==> config.mk <==
export PLATFORM = sky130hd
export DESIGN_NAME = csct_counter_timer
export DESIGN_NICKNAME = d
export VERILOG_FILES = /design/src/design/csct_counter_timer.v /design/src/design/csct_interval_timer.v /design/src/design/csct_prs_gen.v
export VERILOG_INCLUDE_DIRS = /design/src /design/src/design
export SDC_FILE = /design/constraint.sdc
export NUM_CORES = 1
export LEC_CHECK = 0
export BUFFER_PORTS_ARGS = -buffer_cell sky130_fd_sc_hd__buf_2
export CAP_MARGIN = 20
export CORE_MARGIN = 2
export CORE_UTILIZATION = 49
export CTS_BUF_LIST = sky130_fd_sc_hd__clkbuf_8
export DETAILED_ROUTE_END_ITERATION = 10
export PLACE_DENSITY = 0.71
export SYNTH_ARGS = -nofsm -noshare
export SYNTH_HDL_FRONTEND = slang
export SYNTH_HIERARCHICAL = 1
export SYNTH_SLANG_ARGS = --single-unit
==> constraint.sdc <==
create_clock -name sys_clk_i -period 6.25 [get_ports sys_clk_i]
set_input_delay 1.25 -clock sys_clk_i [delete_from_list [all_inputs] [get_ports sys_clk_i]]
set_output_delay 1.25 -clock sys_clk_i [all_outputs]
set_load 0.005 [all_outputs]
==> src/design/csct_defines.vh <==
/*
 * constants for the capacitive sense counter/timer block: mode codes,
 * interrupt select codes and widths.
 * assumes inclusion by bare name from the design files.
 */
`ifndef CSCT_DEFINES_VH
`define CSCT_DEFINES_VH

`define CSCT_MODE_STOP 2'h0
`define CSCT_MODE_PULSE 2'h1
`define CSCT_MODE_PERIOD 2'h2
`define CSCT_MODE_CONT 2'h3

`define CSCT_CNT_W 8
`define CSCT_TMR_W 6
`define CSCT_SEQ_W 12
`define CSCT_PRE_W 8

`define CSCT_IRQ_SEL_CAPTURE 1'b0
`define CSCT_IRQ_SEL_OVERFLOW 1'b1

`endif

==> src/design/csct_counter_timer.v <==
/*
 * capacitive sense counter/timer: two 8-bit capture up-counters
 * (chainable), 6-bit relaxation counter, interval timer, sigma-delta
 * gating and modulation source; control bits are plain ports.
 * assumes the comparator, relaxation and slow oscillator inputs are
 * asynchronous and are sampled here; count clocks become enable pulses.
 */
`timescale 1ns/10ps
`include "csct_defines.vh"

// Contract
// - two 8-bit chainable counters plus 6-bit counter
// - disabled holds counters reset; trip captures
// - charge integration: comparator gates chained counter
// - continuous or one-shot; capture freezes counters except in continuous
// - interrupt from capture or 16-bit overflow
// - relax method one: low=count clock, high=oscillator
// - low terminal count captures high counter
// - relax method two: 6-bit terminal captures 16-bit
// - interval timer 6-bit down counter with preload
// - timer start from double-synchronized enable
// - each start loads preload, counts to zero
// - timer one-shot; re-enable restarts
// - timer clock slow oscillator or count clock
// - one-clock terminal pulse, low time preload periods
// - sigma-delta when enable and mode bit set
// - sigma-delta counts while comparator and start high
// - comparator low holds; resume only with start
// - sequence 8/12 bits, prescale to 256
// - dac setting 8 bits plus two range bits
// - 6-bit counter can interrupt for approximation delay
// - mode: stop, pulse width, period, continuous
// - chain bit joins counters to 16 bits
// - divider 1,2,4,8 from main oscillator
// - slow clock bit clocks high counter separately
module csct_counter_timer #(
    parameter CNT_W = `CSCT_CNT_W,
    parameter TMR_W = `CSCT_TMR_W
) (
    input wire sys_clk_i,
    input wire srst_i,
    input wire enable_i,
    input wire delta_sigma_mode_bit_i,
    input wire [1:0] mode_i,
    input wire chain_i,
    input wire [1:0] count_clock_divider_select_i,
    input wire high_counter_slow_clock_i,
    input wire relax_method_two_i,
    input wire irq_select_i,
    input wire invert_input_i,
    input wire timer_clock_select_i,
    input wire [TMR_W-1:0] interval_preload_i,
    input wire [TMR_W-1:0] relax_preload_i,
    input wire [7:0] current_dac_setting_i,
    input wire [1:0] current_range_bits_i,
    input wire prs_enable_i,
    input wire prs_long_i,
    input wire [3:0] prs_prescale_i,
    input wire comparator_zero_output_i,
    input wire relaxation_oscillator_i,
    input wire slow_oscillator_i,
    output reg [CNT_W-1:0] count_low_o,
    output reg [CNT_W-1:0] count_high_o,
    output reg overflow_o,
    output reg captured_o,
    output reg irq_o,
    output reg timer_tc_o,
    output reg delay_irq_o,
    output wire timer_start_o,
    output wire prs_out_o,
    output reg [7:0] current_dac_o,
    output reg [1:0] current_range_o,
    output wire sense_count_clock_o
);
    // input synchronisers: first stage read only by the second
    reg [1:0] cmp_s_r;
    reg [1:0] ro_s_r;
    reg [1:0] slow_s_r;
    reg [1:0] en_s_r;
    reg ro_d_r;
    reg slow_d_r;
    reg cmp_d_r;
    reg [2:0] div_r;
    reg [CNT_W-1:0] low_r;
    reg [CNT_W-1:0] high_r;
    reg [TMR_W-1:0] ro_cnt_r;
    reg frozen_r;
    reg armed_r;
    reg gate_r;
    reg sd_done_r;

    wire cmp_q = cmp_s_r[1];
    wire cmp_in = cmp_q ^ invert_input_i;
    wire ro_tick = ro_s_r[1] && !ro_d_r;
    wire slow_tick = slow_s_r[1] && !slow_d_r;
    wire rise = cmp_in && !cmp_d_r;
    wire fall = !cmp_in && cmp_d_r;
    wire sd_mode = enable_i && delta_sigma_mode_bit_i;
    reg cclk_tick;
    wire tmr_tick;
    wire tmr_tc;
    wire low_tick;
    wire high_tick;
    wire low_term;
    wire high_carry;
    wire ro_term;
    reg capture_ev;
    reg count_en;

    function [CNT_W-1:0] inc;
        input [CNT_W-1:0] v;
        begin
            inc = v + {{(CNT_W-1){1'b0}}, 1'b1};
        end
    endfunction

    always @(posedge sys_clk_i) begin
        if (srst_i) begin
            cmp_s_r <= 2'h0;
            ro_s_r <= 2'h0;
            slow_s_r <= 2'h0;
            en_s_r <= 2'h0;
            ro_d_r <= 1'b0;
            slow_d_r <= 1'b0;
            cmp_d_r <= 1'b0;
        end else begin
            cmp_s_r <= {cmp_s_r[0], comparator_zero_output_i};
            ro_s_r <= {ro_s_r[0], relaxation_oscillator_i};
            slow_s_r <= {slow_s_r[0], slow_oscillator_i};
            en_s_r <= {en_s_r[0], enable_i};
            ro_d_r <= ro_s_r[1];
            slow_d_r <= slow_s_r[1];
            cmp_d_r <= cmp_in;
        end
    end

    // count clock as an enable pulse: main oscillator / 1, 2, 4, 8
    always @(posedge sys_clk_i) begin
        if (srst_i) begin
            div_r <= 3'h0;
        end else begin
            div_r <= div_r + 3'h1;
        end
    end

    always @* begin
        case (count_clock_divider_select_i)
            2'h0: cclk_tick = 1'b1;
            2'h1: cclk_tick = div_r[0];
            2'h2: cclk_tick = &div_r[1:0];
            2'h3: cclk_tick = &div_r;
            default: cclk_tick = 1'b1;
        endcase
    end
    assign sense_count_clock_o = cclk_tick;

    assign tmr_tick = timer_clock_select_i ? cclk_tick : slow_tick;

    csct_interval_timer #(
        .W(TMR_W)
    ) u_timer (
        .sys_clk_i(sys_clk_i),
        .srst_i(srst_i),
        .start_i(en_s_r[1]),
        .tick_i(tmr_tick),
        .preload_i(interval_preload_i),
        .running_o(timer_start_o),
        .tc_o(tmr_tc)
    );

    csct_prs_gen #(
        .PRE_W(`CSCT_PRE_W),
        .SEQ_W(`CSCT_SEQ_W)
    ) u_prs (
        .sys_clk_i(sys_clk_i),
        .srst_i(srst_i),
        .enable_i(prs_enable_i),
        .long_seq_i(prs_long_i),
        .prescale_sel_i(prs_prescale_i),
        .prs_tick_o(),
        .prs_out_o(prs_out_o)
    );

    // low counter on the count clock; high on oscillator unless chained
    assign low_tick = cclk_tick;
    assign low_term = low_r == {CNT_W{1'b1}};
    assign high_carry = low_term && low_tick;
    assign high_tick = chain_i ? high_carry :
        (high_counter_slow_clock_i ? slow_tick : ro_tick);
    assign ro_term = ro_cnt_r == {TMR_W{1'b0}};

    // count gating per mode
    always @* begin
        count_en = 1'b0;
        capture_ev = 1'b0;
        if (sd_mode) begin
            count_en = cmp_q && timer_start_o && !sd_done_r;
            capture_ev = tmr_tc;
        end else if (relax_method_two_i) begin
            count_en = 1'b1;
            capture_ev = ro_term && ro_tick;
        end else if (!chain_i) begin
            count_en = 1'b1;
            capture_ev = low_term && low_tick;
        end else begin
            case (mode_i)
                `CSCT_MODE_STOP: begin
                    count_en = 1'b1;
                    capture_ev = irq_select_i ? (high_carry && (&high_r)) : rise;
                end
                `CSCT_MODE_PULSE: begin
                    count_en = gate_r;
                    capture_ev = gate_r && fall;
                end
                `CSCT_MODE_PERIOD: begin
                    count_en = gate_r;
                    capture_ev = gate_r && rise;
                end
                `CSCT_MODE_CONT: begin
                    count_en = 1'b1;
                    capture_ev = rise;
                end
                default: begin
                    count_en = 1'b0;
                    capture_ev = 1'b0;
                end
            endcase
        end
    end

    always @(posedge sys_clk_i) begin
        if (srst_i || !enable_i) begin
            low_r <= {CNT_W{1'b0}};
            high_r <= {CNT_W{1'b0}};
            ro_cnt_r <= relax_preload_i;
            frozen_r <= 1'b0;
            armed_r <= 1'b0;
            gate_r <= 1'b0;
            sd_done_r <= 1'b0;
            count_low_o <= {CNT_W{1'b0}};
            count_high_o <= {CNT_W{1'b0}};
            overflow_o <= 1'b0;
            captured_o <= 1'b0;
            irq_o <= 1'b0;
        end else begin
            irq_o <= 1'b0;
            if (sd_mode && timer_start_o == 1'b0 && armed_r) begin
                sd_done_r <= 1'b1;
            end
            if (timer_start_o) begin
                armed_r <= 1'b1;
            end
            // first edge after enable opens the gate; a frozen count never reopens it
            if (!gate_r && !frozen_r && rise) begin
                gate_r <= 1'b1;
            end else if (capture_ev && mode_i != `CSCT_MODE_CONT) begin
                gate_r <= 1'b0;
            end
            if (relax_method_two_i && ro_tick && !frozen_r) begin
                ro_cnt_r <= ro_term ? relax_preload_i : ro_cnt_r - {{(TMR_W-1){1'b0}}, 1'b1};
            end
            if (!frozen_r) begin
                if (count_en && low_tick) begin
                    low_r <= inc(low_r);
                end
                if (count_en && high_tick) begin
                    high_r <= inc(high_r);
                    if (chain_i && (&high_r)) begin
                        overflow_o <= 1'b1;
                    end
                end
                if (capture_ev) begin
                    count_low_o <= low_r;
                    count_high_o <= high_r;
                    captured_o <= 1'b1;
                    // sigma-delta and every mode but continuous freeze; continuous keeps running
                    frozen_r <= sd_mode || mode_i != `CSCT_MODE_CONT;
                end
                if (irq_select_i == `CSCT_IRQ_SEL_CAPTURE) begin
                    irq_o <= capture_ev;
                end else begin
                    irq_o <= chain_i && high_carry && count_en && (&high_r);
                end
            end
        end
    end

    always @(posedge sys_clk_i) begin
        if (srst_i) begin
            timer_tc_o <= 1'b0;
            delay_irq_o <= 1'b0;
            current_dac_o <= 8'h00;
            current_range_o <= 2'h0;
        end else begin
            timer_tc_o <= tmr_tc;
            delay_irq_o <= tmr_tc && !sd_mode;
            current_dac_o <= current_dac_setting_i;
            current_range_o <= current_range_bits_i;
        end
    end
endmodule // csct_counter_timer

==> src/design/csct_interval_timer.v <==
/*
 * 6-bit one-shot down-counting interval timer with one-cycle terminal
 * count pulse and a start level that stays high until terminal count.
 * assumes tick_i is a one-cycle enable on sys_clk_i and start_i is
 * already synchronised to sys_clk_i.
 */
`timescale 1ns/10ps
module csct_interval_timer #(
    parameter W = 6
) (
    input wire sys_clk_i,
    input wire srst_i,
    input wire start_i,
    input wire tick_i,
    input wire [W-1:0] preload_i,
    output wire running_o,
    output reg tc_o
);
    reg [W-1:0] count_r;
    reg running_r;
    reg done_r;

    assign running_o = running_r;

    always @(posedge sys_clk_i) begin
        if (srst_i || !start_i) begin
            count_r <= {W{1'b0}};
            running_r <= 1'b0;
            done_r <= 1'b0;
            tc_o <= 1'b0;
        end else begin
            tc_o <= 1'b0;
            if (!running_r && !done_r) begin
                count_r <= preload_i;
                running_r <= 1'b1;
            end else if (running_r && tick_i) begin
                if (count_r == {W{1'b0}}) begin
                    // one full cycle then stop until restarted
                    running_r <= 1'b0;
                    done_r <= 1'b1;
                    tc_o <= 1'b1;
                end else begin
                    count_r <= count_r - {{(W-1){1'b0}}, 1'b1};
                end
            end
        end
    end
endmodule // csct_interval_timer

==> src/design/csct_prs_gen.v <==
/*
 * pseudo-random modulation source: power-of-two prescaler off the system
 * clock and an 8- or 12-bit maximal-length shift sequence.
 * assumes one system clock; prescale codes 0 to 8 select divide by 2^code, higher codes divide by 256.
 */
`timescale 1ns/10ps
module csct_prs_gen #(
    parameter PRE_W = 8,
    parameter SEQ_W = 12
) (
    input wire sys_clk_i,
    input wire srst_i,
    input wire enable_i,
    input wire long_seq_i,
    input wire [3:0] prescale_sel_i,
    output wire prs_tick_o,
    output reg prs_out_o
);
    reg [PRE_W-1:0] pre_r;
    reg [SEQ_W-1:0] lfsr_r;
    wire [PRE_W:0] pre_mask;
    wire fb;

    // divide by 1 (code 0) up to 256 (code 8)
    assign pre_mask = ({{PRE_W{1'b0}}, 1'b1} << prescale_sel_i) - {{PRE_W{1'b0}}, 1'b1};
    assign prs_tick_o = enable_i &&
        ((pre_r & pre_mask[PRE_W-1:0]) == pre_mask[PRE_W-1:0]);
    // taps: 8-bit x^8+x^6+x^5+x^4+1, 12-bit x^12+x^6+x^4+x+1
    assign fb = long_seq_i ?
        (lfsr_r[11] ^ lfsr_r[5] ^ lfsr_r[3] ^ lfsr_r[0]) :
        (lfsr_r[7] ^ lfsr_r[5] ^ lfsr_r[4] ^ lfsr_r[3]);

    always @(posedge sys_clk_i) begin
        if (srst_i || !enable_i) begin
            pre_r <= {PRE_W{1'b0}};
            lfsr_r <= {{(SEQ_W-1){1'b0}}, 1'b1};
            prs_out_o <= 1'b0;
        end else begin
            pre_r <= pre_r + {{(PRE_W-1){1'b0}}, 1'b1};
            if (prs_tick_o) begin
                lfsr_r <= {lfsr_r[SEQ_W-2:0], fb};
                prs_out_o <= fb;
            end
        end
    end
endmodule // csct_prs_gen

======== Yosys cells after proc, flatten, opt, wreduce, memory -nomap -nowiden ========
Cells that the tools add are included.
word-level totals
  register bits after elaboration ......... 101
  word-level logic and storage cells ...... 158
cells by class
  add/sub/neg operators ................... 7
  equality and inequality tests ........... 10
  shift operators ......................... 1
  multiplexer cells ....................... 29
  bitwise gates (word level) .............. 12
  reductions and logical operators ........ 68
operator list
  kind                   number
  $mux W6                6
  $logic_and A1 B1 Y1    29
  $add A8 B1 Y8 const B  3
  $mux W1                20
  $logic_not A1 Y1       13
  $logic_not A6 Y1       2
  $reduce_and A2 Y1      6
  $sub A6 B1 Y6 const B  2
  $reduce_and A3 Y1      3
  $and A8 B8 Y8          1
  $eq A2 B2 Y1 const B   4
  $eq A8 B8 Y1           1
  $eq A8 B8 Y1 const B   1
  $pmux W1 S4            2
  $reduce_and A8 Y1      1
  $reduce_bool A2 Y1     4
  $shl A1 B4 Y8 const A  1
  $sub A8 B1 Y8 const B  1
  $xor A1 B1 Y1          7
  $reduce_or A2 Y1       3
  $eq A2 B1 Y1 const B   2
  $logic_not A2 Y1       2
  $logic_or A1 B1 Y1     4
  $not A1 Y1             4
  5 further kinds        5

======== Longest topological paths before layout ========
Gate-level depths: netlist of the first run.
  word-level depth ........................ 12
  depth in mapped cells ................... 11

======== Cells and area by module ========
Netlist of the first run, hierarchy kept.
modules (own cells, without submodules)
  module               times used  cells each  area an instance (sq um)  seq. area each (sq um)
  csct_counter_timer   1           318         3105.5                    1481.4
  csct_prs_gen         1           109         1038.5                    420.4
  csct_interval_timer  1           53          449.2                     180.2

======== Worst setup path after synthesis of the first run ========
OpenSTA, ideal clock, no wires.
  kind .................................... input port to flip-flop
  start ................................... input port prs_prescale_i[3]
  end ..................................... register u_prs.lfsr_r[2]
  library setup time ...................... 0.119 ns
  arrival ................................. 3.418 ns
  data required time ...................... 6.131 ns
  slack ................................... 2.713 ns
  stages on the path ...................... 9
  path buffers ............................ 2
  cells stage by stage .................... buf_6 -> or4b_2 -> ha_1 -> or3_1 -> a211oi_1 -> a311o_1 -> nor3_4 -> buf_8 -> mux2i_1
on the way
  word-level cells in the longest chain between the ends .. 5
RTL lines
  item                        line                     source
  start, declared             csct_counter_timer.v:58  input wire [3:0] prs_prescale_i,
  $shl A1 B4 Y8 *             csct_prs_gen.v:25        assign pre_mask = ({{PRE_W{1'b0}}, 1'b1} << prescale_sel_i) - {{PRE_W{1'b0}}, 1'b1};
  $sub A8 B1 Y8 *             csct_prs_gen.v:25
  $and A8 B8 Y8               csct_prs_gen.v:27        ((pre_r & pre_mask[PRE_W-1:0]) == pre_mask[PRE_W-1:0]);
  $eq A8 B8 Y1 *              csct_prs_gen.v:27
  $logic_and A1 B1 Y1 *       csct_prs_gen.v:26        assign prs_tick_o = enable_i &&
  named net u_prs.prs_tick_o  csct_prs_gen.v:16        output wire prs_tick_o,
  end signal, assigned        csct_prs_gen.v:36        lfsr_r <= {{(SEQ_W-1){1'b0}}, 1'b1};
  end signal, assigned        csct_prs_gen.v:41        lfsr_r <= {lfsr_r[SEQ_W-2:0], fb};
  end, declared               csct_prs_gen.v:20        reg [SEQ_W-1:0] lfsr_r;
Mark *: on every way through the listed nets, which the timed path passes. The rest lies on a longest branch.
A chain may end at the register's enable or synchronous reset.

======== Worst setup path in the final report of the first run ========
  start ................................... input port prs_prescale_i[3]
  end ..................................... register u_prs.lfsr_r[6]
on the way
  word-level cells in the longest chain between the ends .. 5
RTL lines
  item                   line
  $shl A1 B4 Y8 *        csct_prs_gen.v:25
  $sub A8 B1 Y8 *        csct_prs_gen.v:25
  $and A8 B8 Y8          csct_prs_gen.v:27
  $eq A8 B8 Y1 *         csct_prs_gen.v:27
  $logic_and A1 B1 Y1 *  csct_prs_gen.v:26
Every way passes the cells marked *; elsewhere a longest branch is shown, timed or not.

==> flow_summary.ini, run 1 <==
[floorplan]
die-area_mm2 = 0.0102
die_h_um = 101
coreArea_mm2 = 0.00915
pin_count = 79
row_count = 35
die_width_um = 101
initial_utilization_pct = 50.2

[power_and_ir_drop]
leakagePower_uw = 0.00207
report.power.total_uw = 1160
power.switching_uw = 301
power.share.sequential_pct = 58.1
share_comb_of_total_power_pct = 8.9
power_per_cell_area_mw_per_mm2 = 226
clkPwrFrac_pct = 32.9
int_power_uw = 864
peakVddDrop_v = 0.000164
power_switching_share_pct = 25.8

[logic_synthesis]
post_synth_inst_count = 480
synthFlopType = sky130_fd_sc_hd__dfxtp_1
syn_area_mm2 = 0.00459
ys_types = 65
yosys_register_bits = 101
asyncSetResetFlopFracSynth_pct = 0
synth-edff-count = 6
yosysWarnings = 6
post_synthesis_net_count = 538
synthesis.area_per_instance_um2 = 9.57
ys_seq_area_share_pct = 45.3

[outcome]
status = complete, no violations

[setup_path]
critical_path.startpoint_type = input port
reg2reg_launch_point = ro_cnt_r[0]
crit_required_ns = 6.55
crit_type = in2reg
cp-end-kind = register
max_stage_delay_ns = 0.68
critical_path.cell_chain = buf_2 -> or4b_2 -> ha_1 -> o2111ai_1 -> a311o_1 -> nor3_4 -> mux2i_1
critPathSlowestCell = sky130_fd_sc_hd__or4b_2
critical_path_peak_fanout = 13
startpoint = prs_prescale_i[3]
cp_data_arrival_time_ns = 3.81

[sta]
finalHoldViolCount = 0
drv_slew = 0
tcrit_tclk_final_pct = 56.3
final_critical_path_setup_slack_ns = 2.73
final_period_minus_worst_setup_slack_ns = 3.52
setup-violations-final = 0
max-slew-margin-rel_pct = 32.8
tightest_slew_ns = 0.997
max_clock_freq_ghz = 0.284
final.setup.tns_ns = 0
clock-skew-final_ns = 0.0149
unrepaired_setup_endpoints_after_global_routing = no

[layout]
stdcell_area_mm2 = 0.00516
layout.core_utilization_pct = 56.3
final_net_count = 608
drive_above_1_share_pct = 20.0
most_used_cells_in_the_layout_excluding_fill_and_tap_cells = 95 x sky130_fd_sc_hd__dfxtp_1, 78 x sky130_fd_sc_hd__buf_2, 68 x sky130_fd_sc_hd__nand2_1
final_common_cell = sky130_fd_sc_hd__dfxtp_1
insertedDiodeCount = 0
synthToLayoutAreaGrowth_pct = 12.3
fillers = 812

[detailed_routing]
avgViaCountPerCell = 5.36
detailedRoute.firstPassIterationCount = 4
drt-total-wl_um = 8890
via_count = 3569
ant_nets = 0
route.detailed.drc = 0
avgRoutedWirePerCell_um = 13.3
drt-initial-drc-count = 113

[place]
place_hpwl_um = 6570
io_buffers = 78
place_ws_ns = 2.36
post_dp_cell_area_mm2 = 0.00497
place_congestion = 0.873

[clock_tree]
clk_path_buf_depth = 2
clock_insertion_delay_worst_skew_ns = 0.36
clk_root_buffer_cell = sky130_fd_sc_hd__clkbuf_8
post_cts_resize_count = 0
clkSlewWorstSetupHoldPaths_ns = 0.10
post_cts.repair.setup_buffers = 0
cts_hold_buffers = 0
cts_tree = yes
numCtsBuffers = 9
cts_htree_levels = 3
clock_sinks = 101

[run]
max-cap-violations = 0

[grt]
grt_max_degree = 48
antenna_violations_before_repair = 0
grt_overflow_total = 0
grt_pass1_wl_um = 14600
grt_pass1_vias = 3253
groute.usage.overall_pct = 17.8

[hold_path]
holdCritPathClass = reg2reg
hp-start = cmp_s_r[0]
state kept, by name (all words and copies together) (netlist names), 3 cells and up:
name / count
u_prs/pre_r: 8
count_high_o: 8
current_dac_o: 8
low_r: 8
high_r: 8
u_prs/lfsr_r: 12
count_low_o: 8
div_r: 3
ro_cnt_r: 6
u_timer/count_r: 6
metal layers:
layer	vias to the layer above	global-route usage [%]	part of all wire [%]	wire length, um
met4	0	6.53	1.7	154
met2	97	28.7	47	4170
li1	1812	-	-	-
met5	-	0	0	0
met3	12	4.65	5.1	457
met1	1648	23.0	46	4110
layout make-up:
class                   instances  area, um^2  area share (%)
well taps                     111         139            2.69
multi-input cells             344        2300            44.6
flip-flops and latches        101        2080            40.4
clock inverters                 7        57.6            1.12
inverters                      15        56.3            1.09
clock buffers                   9         124            2.40
repair buffers                 79         398            7.72
power by group through the flow:
| stage | Sequential, uW | Clock, uW | Combinational, uW |
|---|---|---|---|
| CTS | 677 | 396 | 104 |
| global route | 679 | 423 | 117 |
| detailed placement | 692 | 0 | 103 |
| floorplan | 690 | 0 | 74.0 |
| finish | 677 | 383 | 104 |
| global placement | 691 | 0 | 101 |
worst max-delay path, delay by kind of cell:
kind                       cells  cell delay [ns]
adders and majority gates      1             0.31
AOI/OAI and AO/OA              2             0.51
muxes                          1             0.27
and+or+nand+nor                2             1.33
buffers and inverters          1             0.15
path summary, 6_finish.rpt:
kind,end,slack (ns),cells after the start
worst min register to register,cmp_s_r[1],0.44,1
worst max register to register,count_low_o[6],3.69,7
worst max-delay path,u_prs/lfsr_r[6],2.73,7
worst min-delay path,cmp_s_r[1],0.44,1
logic make-up after synthesis:
group	after synthesis	share of synthesized area [%]
simple gates	206	23.8
flops	101	45.3
compound gates	61	9.24
mux	42	9.18
buf+inv	35	4.60
xor+xnor	22	4.36
fa+ha+maj	13	3.54
synthesized netlist by cell type, types with 9 or more instances:
library cell,instances,area [um^2]
sky130_fd_sc_hd__o21ai_0,16,80.1
sky130_fd_sc_hd__xnor2_1,12,105
sky130_fd_sc_hd__xor2_1,9,78.8
sky130_fd_sc_hd__mux2i_1,41,410
sky130_fd_sc_hd__nor3_1,9,45.0
sky130_fd_sc_hd__nor2_1,30,113
sky130_fd_sc_hd__nand3_1,9,45.0
sky130_fd_sc_hd__ha_1,13,163
sky130_fd_sc_hd__nand2_1,68,255
sky130_fd_sc_hd__clkbuf_1,10,37.5
sky130_fd_sc_hd__nand4_1,10,62.6
sky130_fd_sc_hd__a21oi_1,10,50.1
sky130_fd_sc_hd__dfxtp_1,95,1900
sky130_fd_sc_hd__nand2b_1,12,75.1
sky130_fd_sc_hd__inv_1,14,52.6
sky130_fd_sc_hd__nor2b_1,27,169
through the flow:
step	hold WS, ns	cells
floorplan	0.414	480
global placement	0.425	650
detailed placement	0.423	650
CTS	0.445	666
global route	0.465	666
finish	0.445	666
Note: power is estimated with default switching activity, not from simulation.
==> inputs of run 2 (changes only) <==
ABC_AREA = 1   (was default)
clock period = 3.6 ns   (was 6.25 ns; I/O delays follow)
==> run 2 against run 1 <==
  * Total power grew 89%
  * Final cell count rose by 40%
  * Via count up 25%
  * Critical path depth decreased by 2
  * Combinational power increased by 140%
  * Worst hold slack worse by 0.033 ns
  * Critical endpoint is now sense_count_clock_o
  * Largest cell class unchanged
  * Register-to-register slack got worse by 2.3 ns
  * Clock power up 100%
==> flow_summary.ini, run 2 <==
[hold_path]
hp-start = slow_s_r[0]
holdCritPathClass = reg2reg

[grt]
grt_pass1_vias = 4198
antenna_violations_before_repair = 0
grt_max_degree = 32
groute.usage.overall_pct = 19.1
grt_overflow_total = 0
grt_pass1_wl_um = 17900

[detailed_routing]
route.detailed.drc = 0
detailedRoute.firstPassIterationCount = 4
avgViaCountPerCell = 4.79
avgRoutedWirePerCell_um = 10.8
drt-initial-drc-count = 203
drt-total-wl_um = 10000
ant_nets = 0
via_count = 4458

[sta]
hold-worst-slack_ns = 0.411
clock-skew-final_ns = 0.0144
max-slew-margin-rel_pct = 40.2
tightest_slew_ns = 0.890
final_period_minus_worst_setup_slack_ns = 2.32
tcrit_tclk_final_pct = 64.4
setup-violations-final = 0
final.setup.tns_ns = 0
drv_slew = 0
max_clock_freq_ghz = 0.431
unrepaired_setup_endpoints_after_global_routing = no
finalHoldViolCount = 0

[place]
place_congestion = 0.820
dp_cells = 915
io_buffers = 78
place_hpwl_um = 7540

[logic_synthesis]
netlist_top_cells_area = sky130_fd_sc_hd__dfxtp_1 38%, sky130_fd_sc_hd__inv_1 11%, sky130_fd_sc_hd__nand2_1 11%, sky130_fd_sc_hd__nor2_1 8.3%, sky130_fd_sc_hd__nand4_1 4.7%
synth_top_cells_by_count = 146 x sky130_fd_sc_hd__inv_1, 146 x sky130_fd_sc_hd__nand2_1, 110 x sky130_fd_sc_hd__nor2_1
post_synth_inst_count = 718
netlist.top_cell.by_area = sky130_fd_sc_hd__dfxtp_1
synthFlopType = sky130_fd_sc_hd__dfxtp_1
ys_types = 36
netlist.area_leader.share_pct = 38.2
yosysWarnings = 6
synthesis.area_per_instance_um2 = 6.93
ys_seq_area_share_pct = 41.9
synth-edff-count = 6
yosys_register_bits = 101
asyncSetResetFlopFracSynth_pct = 0
syn_area_mm2 = 0.00497
post_synthesis_net_count = 776

[layout]
final_net_count = 851
most_used_cells_in_the_layout_excluding_fill_and_tap_cells = 147 x sky130_fd_sc_hd__inv_1, 146 x sky130_fd_sc_hd__nand2_1, 109 x sky130_fd_sc_hd__nor2_1
drive_above_1_share_pct = 15.4
layout.cells.non_filler = 931
synthToLayoutAreaGrowth_pct = 14.3
insertedDiodeCount = 0
largest_register_ffs = 12
final_common_cell = sky130_fd_sc_hd__inv_1
largest-register = u_prs/lfsr_r

[clock_tree]
cts_hold_buffers = 0
clk_root_buffer_cell = sky130_fd_sc_hd__clkbuf_8
post_cts.repair.setup_buffers = 0
clock_insertion_delay_worst_skew_ns = 0.36
clock_sinks = 101
numCtsBuffers = 9
clkSlewWorstSetupHoldPaths_ns = 0.09
clk_path_buf_depth = 2
cts_tree = yes
post_cts_resize_count = 0
cts_htree_levels = 3

[setup_path]
critical_path_peak_fanout = 5
cp-end-kind = primary output
critical_path.startpoint_type = register
startpoint = div_r[0]
worst-r2r-setup-slack_ns = 1.39
cp_data_arrival_time_ns = 1.60
crit_type = reg2out
reg2reg_launch_point = div_r[0]
crit_required_ns = 2.88

[floorplan]
initial_utilization_pct = 50.6
pin_count = 79
coreArea_mm2 = 0.00982
row_count = 36
die-area_mm2 = 0.0110
die_width_um = 105
die_h_um = 105

[outcome]
status = complete, no violations

[run]
max-cap-violations = 0

[power_and_ir_drop]
power_per_cell_area_mw_per_mm2 = 386
leakagePower_uw = 0.00274
peakVddDrop_v = 0.000202
## run 2: path summary, 6_finish.rpt
| check | to | cells past startpoint |
|---|---|---|
| max | sense_count_clock_o | 5 |
| min | slow_s_r[1] | 2 |
| max reg2reg | count_low_o[0] | 13 |
| min reg2reg | slow_s_r[1] | 2 |
## run 2: cell type report
type	instances	area, um^2
Clock buffer	9	124
Sequential cell	101	2080
Clock inverter	7	91.3
Timing Repair Buffer	81	413
Multi-Input combinational cell	447	2220
Tap cell	133	166
Fill cell	990	4140
Inverter	153	588
## run 2: cells by family (layout without fill, tap and decap cells)
| kind of cell | after synthesis | in the layout | synth area share (%) |
|---|---|---|---|
| xor gates and xnor gates | 7 | 7 | 1.23 |
| and+or+nand+nor | 354 | 354 | 32.3 |
| buffers and inverters | 170 | 250 | 13.5 |
| DFF | 101 | 101 | 41.9 |
| adders and majority gates | 13 | 13 | 3.27 |
| AOI/OAI and AO/OA | 71 | 71 | 7.40 |
| muxes | 2 | 2 | 0.403 |
## run 2: worst max-delay path, cell delays in order, from the launching register on
cell and delay [ns]:
sky130_fd_sc_hd__dfxtp_1 0.34, sky130_fd_sc_hd__ha_1 0.21, sky130_fd_sc_hd__ha_1 0.18, sky130_fd_sc_hd__nand3_1 0.09
sky130_fd_sc_hd__nand3_1 0.22, sky130_fd_sc_hd__buf_2 0.20
## run 2: per-stage QoR
stage          cell area, um^2  util [%]  total power (uW)  worst slack, ns
2_1_floorplan             4970         -              1370             1.44
3_3_place_gp              5470      55.7              1450             1.15
3_5_place_dp              5470      55.7              1460             1.08
4_1_cts                   5680      57.9              2220             1.24
5_1_grt                   5680      57.9              2300             1.17
6_report                  5680      57.9              2200             1.28
## run 2: power breakdown
part,internal (uW),switching (uW)
Sequential,1160,18.5
Clock,389,377
Combinational,93.0,154
Total,1650,549
## run 2: per-layer routing
metal	wire, um	global-route usage (%)	vias to the layer above
met5	0	0	-
met4	105	5.81	0
met3	365	2.81	10
met2	4750	33.5	87
met1	4810	24.3	1993
li1	-	-	2368
==> inputs of run 3 (changes only) <==
clock period = 2.41 ns   (was 3.6 ns; I/O delays follow)
==> run 3 against run 2 <==
  * Routed wire length rose by 4.0%
  * Final cell count rose by 1.2%
  * Largest power group unchanged
  * Non-clock buffer count rose by 11
  * Worst hold slack got worse by 0.11 ns
  * Sequential share of layout area fell by 0.37 points
  * Core utilization rose by 0.59 points
  * Combinational power rose by 58%
  * Highest routed layer unchanged
  * Clock power rose by 38%
  * Worst setup slack got worse by 1.0 ns
  * Clock-buffer cell count did not move
  * Register-to-register slack got worse by 1.0 ns
  * Critical endpoint unchanged
  * First-iteration DRC count fell by 14%
==> flow_summary.ini, run 3 (same netlist as run 2, synthesis figures left out) <==
[clock_tree]
clk_root_buffer_cell = sky130_fd_sc_hd__clkbuf_8
cts_tree = yes
numCtsBuffers = 9
clkSlewWorstSetupHoldPaths_ns = 0.10
cts_hold_buffers = 0
cts_htree_levels = 3
clock_insertion_delay_worst_skew_ns = 0.37
post_cts_resize_count = 0
post_cts.repair.setup_buffers = 0
clk_path_buf_depth = 2
clock_sinks = 101

[setup_path]
cp-end-kind = primary output
reg2reg_launch_point = div_r[0]
max_stage_delay_ns = 0.33
crit_required_ns = 1.93
critical_path_peak_fanout = 4
worst-r2r-setup-slack_ns = 0.34
critPathBufInv = 2
r2r-end = count_low_o[7]
startpoint = div_r[0]
critPathSlowestCell = sky130_fd_sc_hd__dfxtp_1
critical_path.cell_chain = ha_1 -> ha_1 -> nand3_1 -> nand3_1 -> buf_4 -> buf_2
cp_data_arrival_time_ns = 1.66
worstSetupEndpoint = sense_count_clock_o
critical_path.startpoint_type = register
reg2reg_path_depth = 13
crit_type = reg2out
worstSetupPathDepth = 6
critPathTopFamily = adder cells

[layout]
multi_input_comb_area_mm2 = 0.00222
most_used_cells_in_the_layout_excluding_fill_and_tap_cells = 148 x sky130_fd_sc_hd__inv_1, 146 x sky130_fd_sc_hd__nand2_1, 109 x sky130_fd_sc_hd__nor2_1
largest_register_ffs = 12
final_net_count = 862
insertedDiodeCount = 0
layout.core_utilization_pct = 58.5
ff_latch_area_mm2 = 0.00208
final_common_cell = sky130_fd_sc_hd__inv_1
drive_above_1_share_pct = 16.4
largest-register = u_prs/lfsr_r
fillers = 972
stdcell_area_mm2 = 0.00574
synthToLayoutAreaGrowth_pct = 15.5

[detailed_routing]
via_count = 4477
avgRoutedWirePerCell_um = 11.1
detailedRoute.firstPassIterationCount = 4
route.detailed.drc = 0
ant_nets = 0
drt-initial-drc-count = 175
drt-total-wl_um = 10400
avgViaCountPerCell = 4.75

[sta]
final_period_minus_worst_setup_slack_ns = 2.14
tightest_slew_ns = 0.945
final.setup.tns_ns = 0
finalHoldViolCount = 0
unrepaired_setup_endpoints_after_global_routing = no
final_critical_path_setup_slack_ns = 0.268
max_clock_freq_ghz = 0.467
tcrit_tclk_final_pct = 88.9
setup-violations-final = 0
clock-skew-final_ns = 0.0105
drv_slew = 0
max-slew-margin-rel_pct = 36.5

[floorplan]
coreArea_mm2 = 0.00982
initial_utilization_pct = 50.6
die-area_mm2 = 0.0110
die_width_um = 105
die_h_um = 105
pin_count = 79
row_count = 36

[grt]
groute.usage.overall_pct = 20.2
antenna_violations_before_repair = 0
grt_overflow_total = 0
grt_pass1_wl_um = 18400
grt_pass1_vias = 4201
grt_max_degree = 32

[place]
place_congestion = 0.844
place_hpwl_um = 7890
post_dp_cell_area_mm2 = 0.00555
io_buffers = 78
place_ws_ns = 0.139

[power_and_ir_drop]
power_switching_share_pct = 26.4
int_power_uw = 2370
clkPwrFrac_pct = 32.9
leakagePower_uw = 0.00278
power.share.sequential_pct = 54.9
report.power.total_uw = 3210
peakVddDrop_v = 0.000339
power.switching_uw = 849
share_comb_of_total_power_pct = 12.1
power_per_cell_area_mw_per_mm2 = 560

[outcome]
status = complete, no violations

[hold_path]
holdCritPathClass = in2reg

[run]
max-cap-violations = 0
==> run 3: cell types whose count changed in the layout (fill, tap and decap cells not counted), sizes merged <==
cell      change
clkinv        -3
inv           +2
buf          +11
bufinv        -1
clkinvlp      +2
==> run 3: final cells by class <==
| cell class | instances | share of cell area (%) |
|---|---|---|
| Sequential cell | 101 | 36.3 |
| Multi-Input combinational cell | 447 | 38.7 |
| Tap cell | 133 | 2.90 |
| Timing Repair Buffer | 92 | 8.63 |
| Clock inverter | 7 | 1.15 |
| Inverter | 153 | 10.2 |
| Clock buffer | 9 | 2.16 |
==> run 3: per-stage QoR <==
step	hold slack, ns	cells
after floorplan	0.388	718
after detailed placement	0.396	926
after CTS	0.288	942
after global routing	0.291	942
final	0.305	942
after global placement	0.399	926
==> run 3: how the worst min path moves through the flow <==
stage | depth (start not counted) | to | slack (ns) | start
2_1_floorplan | 2 | cmp_s_r[1] | 0.39 | cmp_s_r[0]
3_3_place_gp | 2 | ro_s_r[1] | 0.40 | ro_s_r[0]
3_5_place_dp | 2 | slow_s_r[1] | 0.40 | slow_s_r[0]
4_1_cts | 3 | current_dac_o[6] | 0.29 | current_dac_setting_i[6]
5_1_grt | 3 | current_dac_o[1] | 0.29 | current_dac_setting_i[1]
6_report | 3 | current_dac_o[6] | 0.30 | current_dac_setting_i[6]
==> run 3: power groups by stage <==
| stage | combinational (uW) | sequential (uW) | clock, uW |
|---|---|---|---|
| CTS | 392 | 1770 | 1090 |
| global route | 449 | 1770 | 1170 |
| detailed placement | 390 | 1800 | 0 |
| floorplan | 250 | 1800 | 0 |
| global placement | 379 | 1800 | 0 |
| finish | 390 | 1760 | 1060 |
==> run 3: per-layer routing <==
metal	up-vias	routed length (um)	track usage (%)
met4	0	168	8.38
met1	1981	5010	25.9
met5	-	0	0
li1	2380	-	-
met2	98	4850	33.8
met3	18	405	2.93
==> run 3: worst register-to-register path, stage by stage (launching register included) <==
cell and delay [ns]:
sky130_fd_sc_hd__dfxtp_1 0.36, sky130_fd_sc_hd__ha_1 0.18, sky130_fd_sc_hd__ha_1 0.14, sky130_fd_sc_hd__nand3_1 0.07
sky130_fd_sc_hd__nand3_1 0.18, sky130_fd_sc_hd__nand2_1 0.10, sky130_fd_sc_hd__or2_0 0.20, sky130_fd_sc_hd__nand2_1 0.08
sky130_fd_sc_hd__nand2_2 0.06, sky130_fd_sc_hd__nand2_4 0.15, sky130_fd_sc_hd__nand3_4 0.22, sky130_fd_sc_hd__nand2_1 0.12
sky130_fd_sc_hd__inv_1 0.04, sky130_fd_sc_hd__nor2_1 0.10
